$ cat src/cmcr_pkg.sv
// package for the cpu mode and configuration register bank
package cmcr_pkg;
  // ****************************************
  // status word high byte layout
  // ****************************************
  localparam int PRIV_BIT = 7; // privilege bit position
  localparam int TRACE_BIT = 6; // trace enable bit position
  localparam int BANK_HI_BIT = 5; // bank select high
  localparam int BANK_LO_BIT = 4; // bank select low
  localparam logic [7:0] USER_WRITE_MASK = 8'h30; // bits user mode may change
  localparam logic [3:0] PRIO_MAX = 4'hf; // blocks all event interrupts
  // ****************************************
  // global configuration layout
  // ****************************************
  localparam int SMALL_ADDR_BIT = 0; // page zero addressing flag
  localparam int COMPAT_BIT = 1; // register overlay mode flag
  localparam int PDIV_LO_BIT = 2; // peripheral clock divider low bit
  localparam logic [7:0] CFG_DEFINED_MASK = 8'h0f; // four defined bits
  localparam logic [7:0] CFG_RESET = 8'h00; // value after reset
  localparam logic [7:0] STATUS_HIGH_RESET = 8'h00; // until vector load
  localparam logic [7:0] STATUS_LOW_RESET = 8'h00; // until vector load
  localparam logic [4:0] COMPAT_WINDOW = 5'h1f; // low 32 bytes overlaid
  localparam logic [1:0] PDIV_4 = 2'h0; // oscillator divided by 4
  localparam logic [1:0] PDIV_16 = 2'h1; // oscillator divided by 16
  localparam logic [1:0] PDIV_64 = 2'h2; // oscillator divided by 64
  localparam logic [6:0] PDIV_CNT_4 = 7'h03; // terminal counts per divide
  localparam logic [6:0] PDIV_CNT_16 = 7'h0f;
  localparam logic [6:0] PDIV_CNT_64 = 7'h3f;

  // ****************************************
  // carriers
  // ****************************************
  // special function register write request from the core
  typedef struct packed {
    logic wr_high; // explicit write of status word high
    logic wr_low; // explicit write of status word low
    logic wr_cfg; // write of global configuration
    logic [7:0] data; // write data
  } cmcr_wr_t;

  // implicit alu flag update
  typedef struct packed {
    logic en; // alu wants to update flags
    logic [7:0] flags; // new low byte
  } cmcr_flag_t;

  // decoded mode outputs
  typedef struct packed {
    logic privileged; // system mode
    logic trace_en; // debug facilities on
    logic [1:0] bank; // active register bank
    logic [3:0] exec_prio; // execution priority
    logic small_addr; // 16-bit page zero mode
    logic compat; // register overlay mode
    logic [1:0] pdiv; // peripheral clock select
  } cmcr_mode_t;

  // whole state of the block
  typedef struct packed {
    logic [7:0] status_word_high;
    logic [7:0] status_word_low;
    logic [7:0] global_configuration;
    logic [6:0] pdiv_cnt;
    logic periph_tick;
    logic event_irq_take;
    logic [23:0] code_addr;
    logic [15:0] ovl_ptr;
    logic ovl_hit;
    logic [4:0] ovl_reg_sel;
    logic [23:0] push_addr;
    logic push_two_words;
    cmcr_mode_t mode;
  } cmcr_state_t;
endpackage : cmcr_pkg

$ cat src/cmcr_regs.sv
// cpu operating mode and global configuration register bank
`timescale 1ns/1ps
module cmcr_regs (
  input wire logic i_core_clk, // core clock, 20 mhz
  input wire logic i_reset, // asynchronous, active high
  input wire cmcr_pkg::cmcr_wr_t i_sfr_wr, // register writes
  input wire cmcr_pkg::cmcr_flag_t i_alu_flags, // implicit flag updates
  input wire logic i_vector_load, // reset vector word is present
  input wire logic [15:0] i_vector_status, // initial status word from vector
  input wire logic [3:0] i_pending_prio, // highest pending event priority
  input wire logic i_pending_valid, // an event interrupt is pending
  input wire logic [23:0] i_next_code_addr, // code address from sequencer
  input wire logic [15:0] i_data_addr, // data address within segment
  input wire logic i_indirect, // indirect reference in progress
  input wire logic i_indirect_r1, // reference through r1, else r0
  input wire logic [15:0] i_reg0_word, // active bank r0 contents
  input wire logic [23:0] i_call_addr, // return address to push
  output logic [7:0] o_status_word_high, // status word high byte
  output logic [7:0] o_status_word_low, // status word low byte
  output logic [7:0] o_global_configuration, // configuration readback
  output cmcr_pkg::cmcr_mode_t o_mode, // decoded mode
  output logic o_periph_tick, // peripheral timing clock pulse
  output logic o_event_irq_take, // start event interrupt sequence
  output logic [23:0] o_code_addr, // code address, truncated in page zero
  output logic [15:0] o_ovl_ptr, // indirect pointer value
  output logic o_ovl_hit, // data access hits register overlay
  output logic [4:0] o_ovl_reg_sel, // overlay byte: bank, reg, byte
  output logic [23:0] o_push_addr, // address as pushed on stack
  output logic o_push_two_words // push 24 bits, else one 16-bit word
);
  import cmcr_pkg::*;

  // ****************************************
  // state
  // ****************************************
  cmcr_state_t st; // registered state
  cmcr_state_t next_st; // next state
  logic [7:0] wr_mask; // bits this write may change
  logic [7:0] cfg_new; // configuration in effect this cycle
  logic [6:0] div_term; // divider terminal count

  // ****************************************
  // next state logic
  // ****************************************
  always_comb begin
    next_st = st;
    // in the high byte user mode may touch only the bank bits; system mode everything
    if (st.status_word_high[PRIV_BIT]) begin
      wr_mask = 8'hff;
    end else begin
      wr_mask = USER_WRITE_MASK;
    end
    // implicit flag update only when no explicit status byte write is taken;
    // any explicit write to either byte discards all implicit flag updates
    if (i_alu_flags.en && !i_sfr_wr.wr_low && !i_sfr_wr.wr_high) begin
      next_st.status_word_low = i_alu_flags.flags;
    end
    if (i_sfr_wr.wr_low) begin
      next_st.status_word_low = i_sfr_wr.data;
    end
    if (i_sfr_wr.wr_high) begin
      // low byte left alone here on purpose
      next_st.status_word_high = (st.status_word_high & ~wr_mask) |
                                 (i_sfr_wr.data & wr_mask);
    end
    // configuration: only defined bits stored, reserved read zero
    if (i_sfr_wr.wr_cfg) begin
      next_st.global_configuration = i_sfr_wr.data & CFG_DEFINED_MASK;
    end
    // vector load wins over every status byte write and flag update, it is the reset exception
    if (i_vector_load) begin
      next_st.status_word_high = i_vector_status[15:8];
      next_st.status_word_low = i_vector_status[7:0];
    end
    cfg_new = st.global_configuration;
    // decoded mode follows the registered bytes
    next_st.mode.privileged = next_st.status_word_high[PRIV_BIT];
    next_st.mode.trace_en = next_st.status_word_high[TRACE_BIT];
    next_st.mode.bank = next_st.status_word_high[BANK_HI_BIT:BANK_LO_BIT];
    next_st.mode.exec_prio = next_st.status_word_high[3:0];
    next_st.mode.small_addr = next_st.global_configuration[SMALL_ADDR_BIT];
    next_st.mode.compat = next_st.global_configuration[COMPAT_BIT];
    next_st.mode.pdiv = next_st.global_configuration[PDIV_LO_BIT +: 2];
    // event interrupt: strictly higher than current priority; 15 never passes
    next_st.event_irq_take = i_pending_valid &&
                             (i_pending_prio > st.status_word_high[3:0]) &&
                             (st.status_word_high[3:0] != PRIO_MAX);
    // peripheral timing divider
    unique case (cfg_new[PDIV_LO_BIT +: 2])
      PDIV_4: div_term = PDIV_CNT_4;
      PDIV_16: div_term = PDIV_CNT_16;
      PDIV_64: div_term = PDIV_CNT_64;
      default: div_term = PDIV_CNT_4; // reserved code: keep a clock running
    endcase
    if (st.pdiv_cnt >= div_term) begin
      next_st.pdiv_cnt = 7'h00;
      next_st.periph_tick = 1'b1;
    end else begin
      next_st.pdiv_cnt = st.pdiv_cnt + 7'h01;
      next_st.periph_tick = 1'b0;
    end
    // code address truncated one cycle after page zero is in effect
    if (cfg_new[SMALL_ADDR_BIT]) begin
      next_st.code_addr = {8'h00, i_next_code_addr[15:0]};
      next_st.push_addr = {8'h00, i_call_addr[15:0]};
      next_st.push_two_words = 1'b0;
    end else begin
      next_st.code_addr = i_next_code_addr;
      next_st.push_addr = i_call_addr;
      next_st.push_two_words = 1'b1;
    end
    // indirect pointer: only r0/r1 in compat mode change, rest untouched
    if (cfg_new[COMPAT_BIT] && i_indirect && !i_indirect_r1) begin
      next_st.ovl_ptr = {8'h00, i_reg0_word[7:0]};
    end else if (cfg_new[COMPAT_BIT] && i_indirect && i_indirect_r1) begin
      next_st.ovl_ptr = {8'h00, i_reg0_word[15:8]};
    end else begin
      next_st.ovl_ptr = i_data_addr;
    end
    // overlay: bottom 32 bytes of any segment map onto banks 0..3 r0..r3
    next_st.ovl_hit = cfg_new[COMPAT_BIT] &&
                      (i_data_addr[15:5] == 11'h000);
    next_st.ovl_reg_sel = i_data_addr[4:0] & COMPAT_WINDOW;
  end

  // ****************************************
  // state register
  // ****************************************
  always_ff @(posedge i_core_clk or posedge i_reset) begin
    if (i_reset) begin
      st <= '0;
      st.status_word_high <= STATUS_HIGH_RESET;
      st.status_word_low <= STATUS_LOW_RESET;
      st.global_configuration <= CFG_RESET;
    end else begin
      st <= next_st;
    end
  end

  // ****************************************
  // outputs, all straight from the state flops
  // ****************************************
  assign o_status_word_high = st.status_word_high;
  assign o_status_word_low = st.status_word_low;
  assign o_global_configuration = st.global_configuration;
  assign o_mode = st.mode;
  assign o_periph_tick = st.periph_tick;
  assign o_event_irq_take = st.event_irq_take;
  assign o_code_addr = st.code_addr;
  assign o_ovl_ptr = st.ovl_ptr;
  assign o_ovl_hit = st.ovl_hit;
  assign o_ovl_reg_sel = st.ovl_reg_sel;
  assign o_push_addr = st.push_addr;
  assign o_push_two_words = st.push_two_words;
endmodule : cmcr_regs

$ cat config.mk
export PLATFORM = sky130hd
export DESIGN_NAME = cmcr_regs
export DESIGN_NICKNAME = d
export VERILOG_FILES = /design/src/cmcr_pkg.sv /design/src/cmcr_regs.sv
export SDC_FILE = /design/constraint.sdc
export NUM_CORES = 1
export LEC_CHECK = 0
export BUFFER_PORTS_ARGS = -buffer_cell sky130_fd_sc_hd__buf_4
export CORE_UTILIZATION = 49
export DETAILED_ROUTE_END_ITERATION = 6
export PLACE_DENSITY = 0.86
export SLEW_MARGIN = 20
export SYNTH_ARGS = -nofsm -noshare
export SYNTH_HDL_FRONTEND = slang
export SYNTH_SLANG_ARGS = --single-unit
$ cat constraint.sdc
create_clock -name i_core_clk -period 5.65 [get_ports i_core_clk]
set_input_delay 1.13 -clock i_core_clk [delete_from_list [all_inputs] [get_ports i_core_clk]]
set_output_delay 1.13 -clock i_core_clk [all_outputs]
set_load 0.01 [all_outputs]
# Word-level counts from Yosys, hierarchy flattened
# Index checks and enable logic that the tools add are counted.
word_totals:
  input_bits: 126
  register_bits: 112
  elab_cells: 54
  output_inout_bits: 109
op_classes:
  eq_ne: 3
  add_sub_neg: 1
  n_reduce_logical: 13
  order_cmp: 2
  n_bitwise: 4
  muxes: 12
op_table:
  columns: ["cell", "count"]
  rows:
  - ["$mux 16", 3]
  - ["$mux 8", 5]
  - ["$mux 25", 1]
  - ["$mux 24", 1]
  - ["$and 8x8->8", 2]
  - ["$pmux 6 s2", 1]
  - ["$logic_not 11->1", 1]
  - ["$logic_and 1x1->1", 8]
  - ["$not 8->8", 1]
  - ["$or 8x8->8", 1]
  - ["$add 7x1->7 const B", 1]
  - ["$ge 7x7->1", 1]
  - ["$gt 4x4->1", 1]
  - ["$mux 4", 1]
  - ["$ne 4x4->1 const B", 1]
  - ["$logic_not 1->1", 3]
  - ["$reduce_bool 3->1", 1]
  - ["$eq 2x1->1 const B", 1]
  - ["$eq 2x2->1 const B", 1]

# Logic depth before layout (Yosys ltp)
logic_depth:
  word_depth: 6
  ltp_mapped: 7
  depth_no_buf: 7

# Least setup slack after synthesis
# No wires, ideal clock.
synth_path:
  path_type: "input to register"
  from: "input i_sfr_wr[9] in the netlist's numbering"
  to: "register st, in the netlist o_status_word_low[0]"
  t_required_ps: 5525
  setup_slack_ps: 3462
  arrival_ps: 2064
  path_stages: 3
  path_buffers: 1
  setup_time_ps: 125
  path_cell_list: "buf_2 a211oi_4 mux2_2"
synth_between:
  elab_chain_cells: 4
  word_cells_on_any_way: 6
  cone_classes: "2 x mux; 4 x reduce/logical"
synth_rtl:
  columns: ["item", "line", "text"]
  rows:
  - ["from (decl)", "cmcr_regs.sv:6", "input wire cmcr_pkg::cmcr_wr_t i_sfr_wr,"]
  - ["$logic_not 1->1", "cmcr_regs.sv:55", "if (i_alu_flags.en && !i_sfr_wr.wr_low && !i_sfr_wr.wr_high) begin"]
  - ["$logic_and 1x1->1 (2 in series)", "cmcr_regs.sv:55", null]
  - ["$reduce_bool 3->1 (no source line)", null, null]
  - ["to (signal assigned)", "cmcr_regs.sv:136", "st <= next_st;"]
  - ["to (decl)", "cmcr_regs.sv:36", "cmcr_state_t st;"]
# Several ways; a longest one is shown, not always the timed one.
# A chain may end at the register's enable or synchronous reset.

# Worst setup path in the final report
layout_path:
  from: "register st, in the netlist o_global_configuration[0]"
  to: "output o_global_configuration[0]"
layout_rtl:
  columns: ["item", "line", "text"]
  rows:
  - ["to (decl)", "cmcr_regs.sv:20", "output logic [7:0] o_global_configuration,"]
# No word-level cell between the ends.

==> reports/qor.txt <==
Final #Nets: 645
CP top delay family: flip-flops
Slew headroom: 55.4%
post-synthesis area per instance: 11.7 um2
FF-to-FF Start: o_mode[0]$_DFFE_PP0P_
setup slack at placement: 3.28 ns
share of the synthesized area in the top cell type: 56.4%
clk_lat worst skew: 0.35 ns
RePlAce Congestion: 0.870
Crit-path slowest cell: dfrtp_1
Total GRT Usage: 20.2%
post-CTS setup buffers: 0
top sig layer: met4
final period utilization: 43.2%
synthesized area: 4430 um2
final hold violation count: 0
Clock power frac: 28.3%
gr ovfl total: 0
CP startpoint kind: flip-flop
fillers: 661
fin crit period: 2.44 ns
final setup fails: 0
Final Max Slew Viols: 0
DRC violations left: 0
Worst-Margin Slew: 0.667 ns
hpwl dp: 7.14 mm
PortBufs: 230
PwrDens: 288 nW/um2
vias: 2871
Multi-input gate area: 1080 um2
worst hold margin: 0.522 ns
first-pass GRT wire length: 15.0 mm
Cell variety after synth: 32
warnings from Yosys: 0
Fin Setup TNS: 0 ns
largest net degree at the start of global routing: 53
Longest Clk Path Bufs: 2
crit end category: primary output
capture point of the worst reg-to-reg path: st[91]$_DFF_PP0_
fin area: 5700 um2
Mapped Cells: 379
peak supply drop: 0.000153 V
Die Y: 97.1 um
Max Fclk: 0.410 GHz
average wire per standard cell: 14.7 um
worst setup path end: o_global_configuration[0]
status: completed
Num CTS Buffers: 9
Comb pwr share: 21.2%
Post-Route WL: 9.16 mm
Synth-to-Final Area Change: 28.6%
sequential share of the synthesized area: 56.4%
drt first pass iters: 4
CTS-repair resized insts: 0
die area: 9430 um2
path length in cells of the critical path: 1
I/O pin count: 235
CTS Hold Bufs: 0
critical path class: flip-flop to primary output
final core occ: 65.4%
net switching power: 0.449 mW
initial drt markers: 84
Sequential cell area: 2500 um2
critical path peak fanout: 19
number of antenna violations at the first check in global routing: 0
Lkg Pwr: 2.97 nW
Net Sw Frac: 27.3%
R2R depth: 6
Chip Width: 97.1 um
DRT antenna net count: 0
Worst Path Arrival: 1.31 ns
clock sink count: 100
Synth area leader: dfrtp_1
FP Rows: 34
root buf cell: clkbuf_8
CP cell instances: buf_4
M1 WL: 3.69 mm
Worst EP required: 4.52 ns
antenna diode count: 0
vias in the first global route: 2992
worst min path class: flip-flop to flip-flop
metal3 WL: 584 um
Synth Register Bits: 100
CP Launch Point: o_global_configuration[0]$_DFFE_PP0P_
Final WS setup: 3.21 ns
met2 wire len: 4.69 mm
Clk pin slew, worst setup/hold paths: 0.10 ns
Buf/Inv on CP: 1
largest cells by area after synthesis: dfrtp_1 (56%), buf_4 (18%), mux2i_1 (5.2%)
Post-DP Area: 5490 um2
core area: 8720 um2
RSZ-0062 raised after global routing: false
Initial Utilization: 50.8%
Max-cap violations: 0
CTS HTree Levels: 3
Worst R2R Setup Slack: 3.83 ns
CTS tree: built
Worst path max stage delay: 0.74 ns
internal power: 1.19 mW
Seq pwr share: 50.6%
Worst Skew: 0.0122 ns
share of post-route cells with drive strength above 1: 50.6%
Vias/cell: 4.60
power by group through the flow:
stage	clock (mW)	sequential, mW	combinational, mW
2_1_floorplan	0	0.831	0.240
3_3_place_gp	0	0.843	0.339
3_5_place_dp	0	0.845	0.351
4_1_cts	0.482	0.831	0.352
5_1_grt	0.507	0.842	0.386
6_report	0.465	0.831	0.348
flip-flops by register name, indices dropped and copies added, names as in the netlist:
name	cells
o_push_addr	24
o_event_irq_take	1
o_ovl_hit	1
o_status_word_low	8
o_periph_tick	1
o_status_word_high	3
o_push_two_words	1
o_code_addr	24
o_ovl_ptr	16
o_ovl_reg_sel	5
st	7
o_mode	6
o_global_configuration	3
cell usage in the layout (no fill, tap or decap), types with 9 or more instances in the layout:
master / count
dfrtp_1: 100
mux2i_1: 23
buf_4: 231
clkbuf_8: 10
mux2_2: 10
nor2b_1: 17
o21ai_0: 20
nand2_1: 31
o21ai_1: 9
cell type report:
| class | count | area share [%] |
|---|---|---|
| tap | 108 | 2.37 |
| inverter | 9 | 0.636 |
| clock inverter | 6 | 1.25 |
| clock buffer | 10 | 2.41 |
| timing repair buffer | 231 | 30.4 |
| multi-input combinational | 160 | 19.0 |
| sequential | 100 | 43.9 |
worst min path at each step:
| stage | start | slack [ns] | to | cells past startpoint |
|---|---|---|---|---|
| 6_report | o_status_word_low[6]$_DFFE_PP0P_ | 0.52 | o_status_word_low[6]$_DFFE_PP0P_ | 1 |
| 5_1_grt | o_status_word_low[2]$_DFFE_PP0P_ | 0.55 | o_status_word_low[2]$_DFFE_PP0P_ | 1 |
| 4_1_cts | o_status_word_low[4]$_DFFE_PP0P_ | 0.53 | o_status_word_low[4]$_DFFE_PP0P_ | 1 |
| 3_5_place_dp | o_status_word_low[2]$_DFFE_PP0P_ | 0.50 | o_status_word_low[2]$_DFFE_PP0P_ | 1 |
| 3_3_place_gp | o_status_word_low[5]$_DFFE_PP0P_ | 0.50 | o_status_word_low[5]$_DFFE_PP0P_ | 1 |
| 2_1_floorplan | o_status_word_low[0]$_DFFE_PP0P_ | 0.48 | o_status_word_low[0]$_DFFE_PP0P_ | 1 |
stage by stage:
| stage | std cells | power (mW) |
|---|---|---|
| CTS | 624 | 1.67 |
| detailed placement | 608 | 1.20 |
| finish | 624 | 1.64 |
| floorplan | 382 | 1.07 |
| global route | 624 | 1.74 |
| global placement | 608 | 1.18 |
synth_stat cells (all sizes together):
| library cell | instances |
|---|---|
| or2 | 1 |
| nand4 | 2 |
| conb | 1 |
| nor4b | 1 |
| xnor2 | 1 |
| xor2 | 2 |
| nor3 | 4 |
| nor3b | 1 |
| nor2b | 17 |
| dfrtp | 100 |
| o21ai | 29 |
| buf | 109 |
| nand2 | 31 |
| nor4 | 3 |
| ha | 8 |
| inv | 9 |
| a211o | 1 |
| a21oi | 4 |
| or3 | 1 |
| a211oi | 3 |
| mux2i | 23 |
| and3 | 1 |
| mux2 | 10 |
| and2 | 8 |
| clkbuf | 4 |
| o211ai | 1 |
| nand3 | 4 |
kinds of logic after synthesis:
kind of cell    synth area share (%)
flops                           56.4
simple gates                    8.55
buf+inv                         19.3
fa+ha+maj                       2.26
xor+xnor                       0.593
other cells                   0.0846
mux                             7.73
compound gates                  5.00
layer usage:
layer  vias to the layer above  global-route usage (%)
li1                       1391                       -
met1                      1335                    25.2
met2                       128                    34.5
met3                        17                    4.24
met4                         0                    7.46
met5                         -                       0
(Power assumes the default switching activity.)
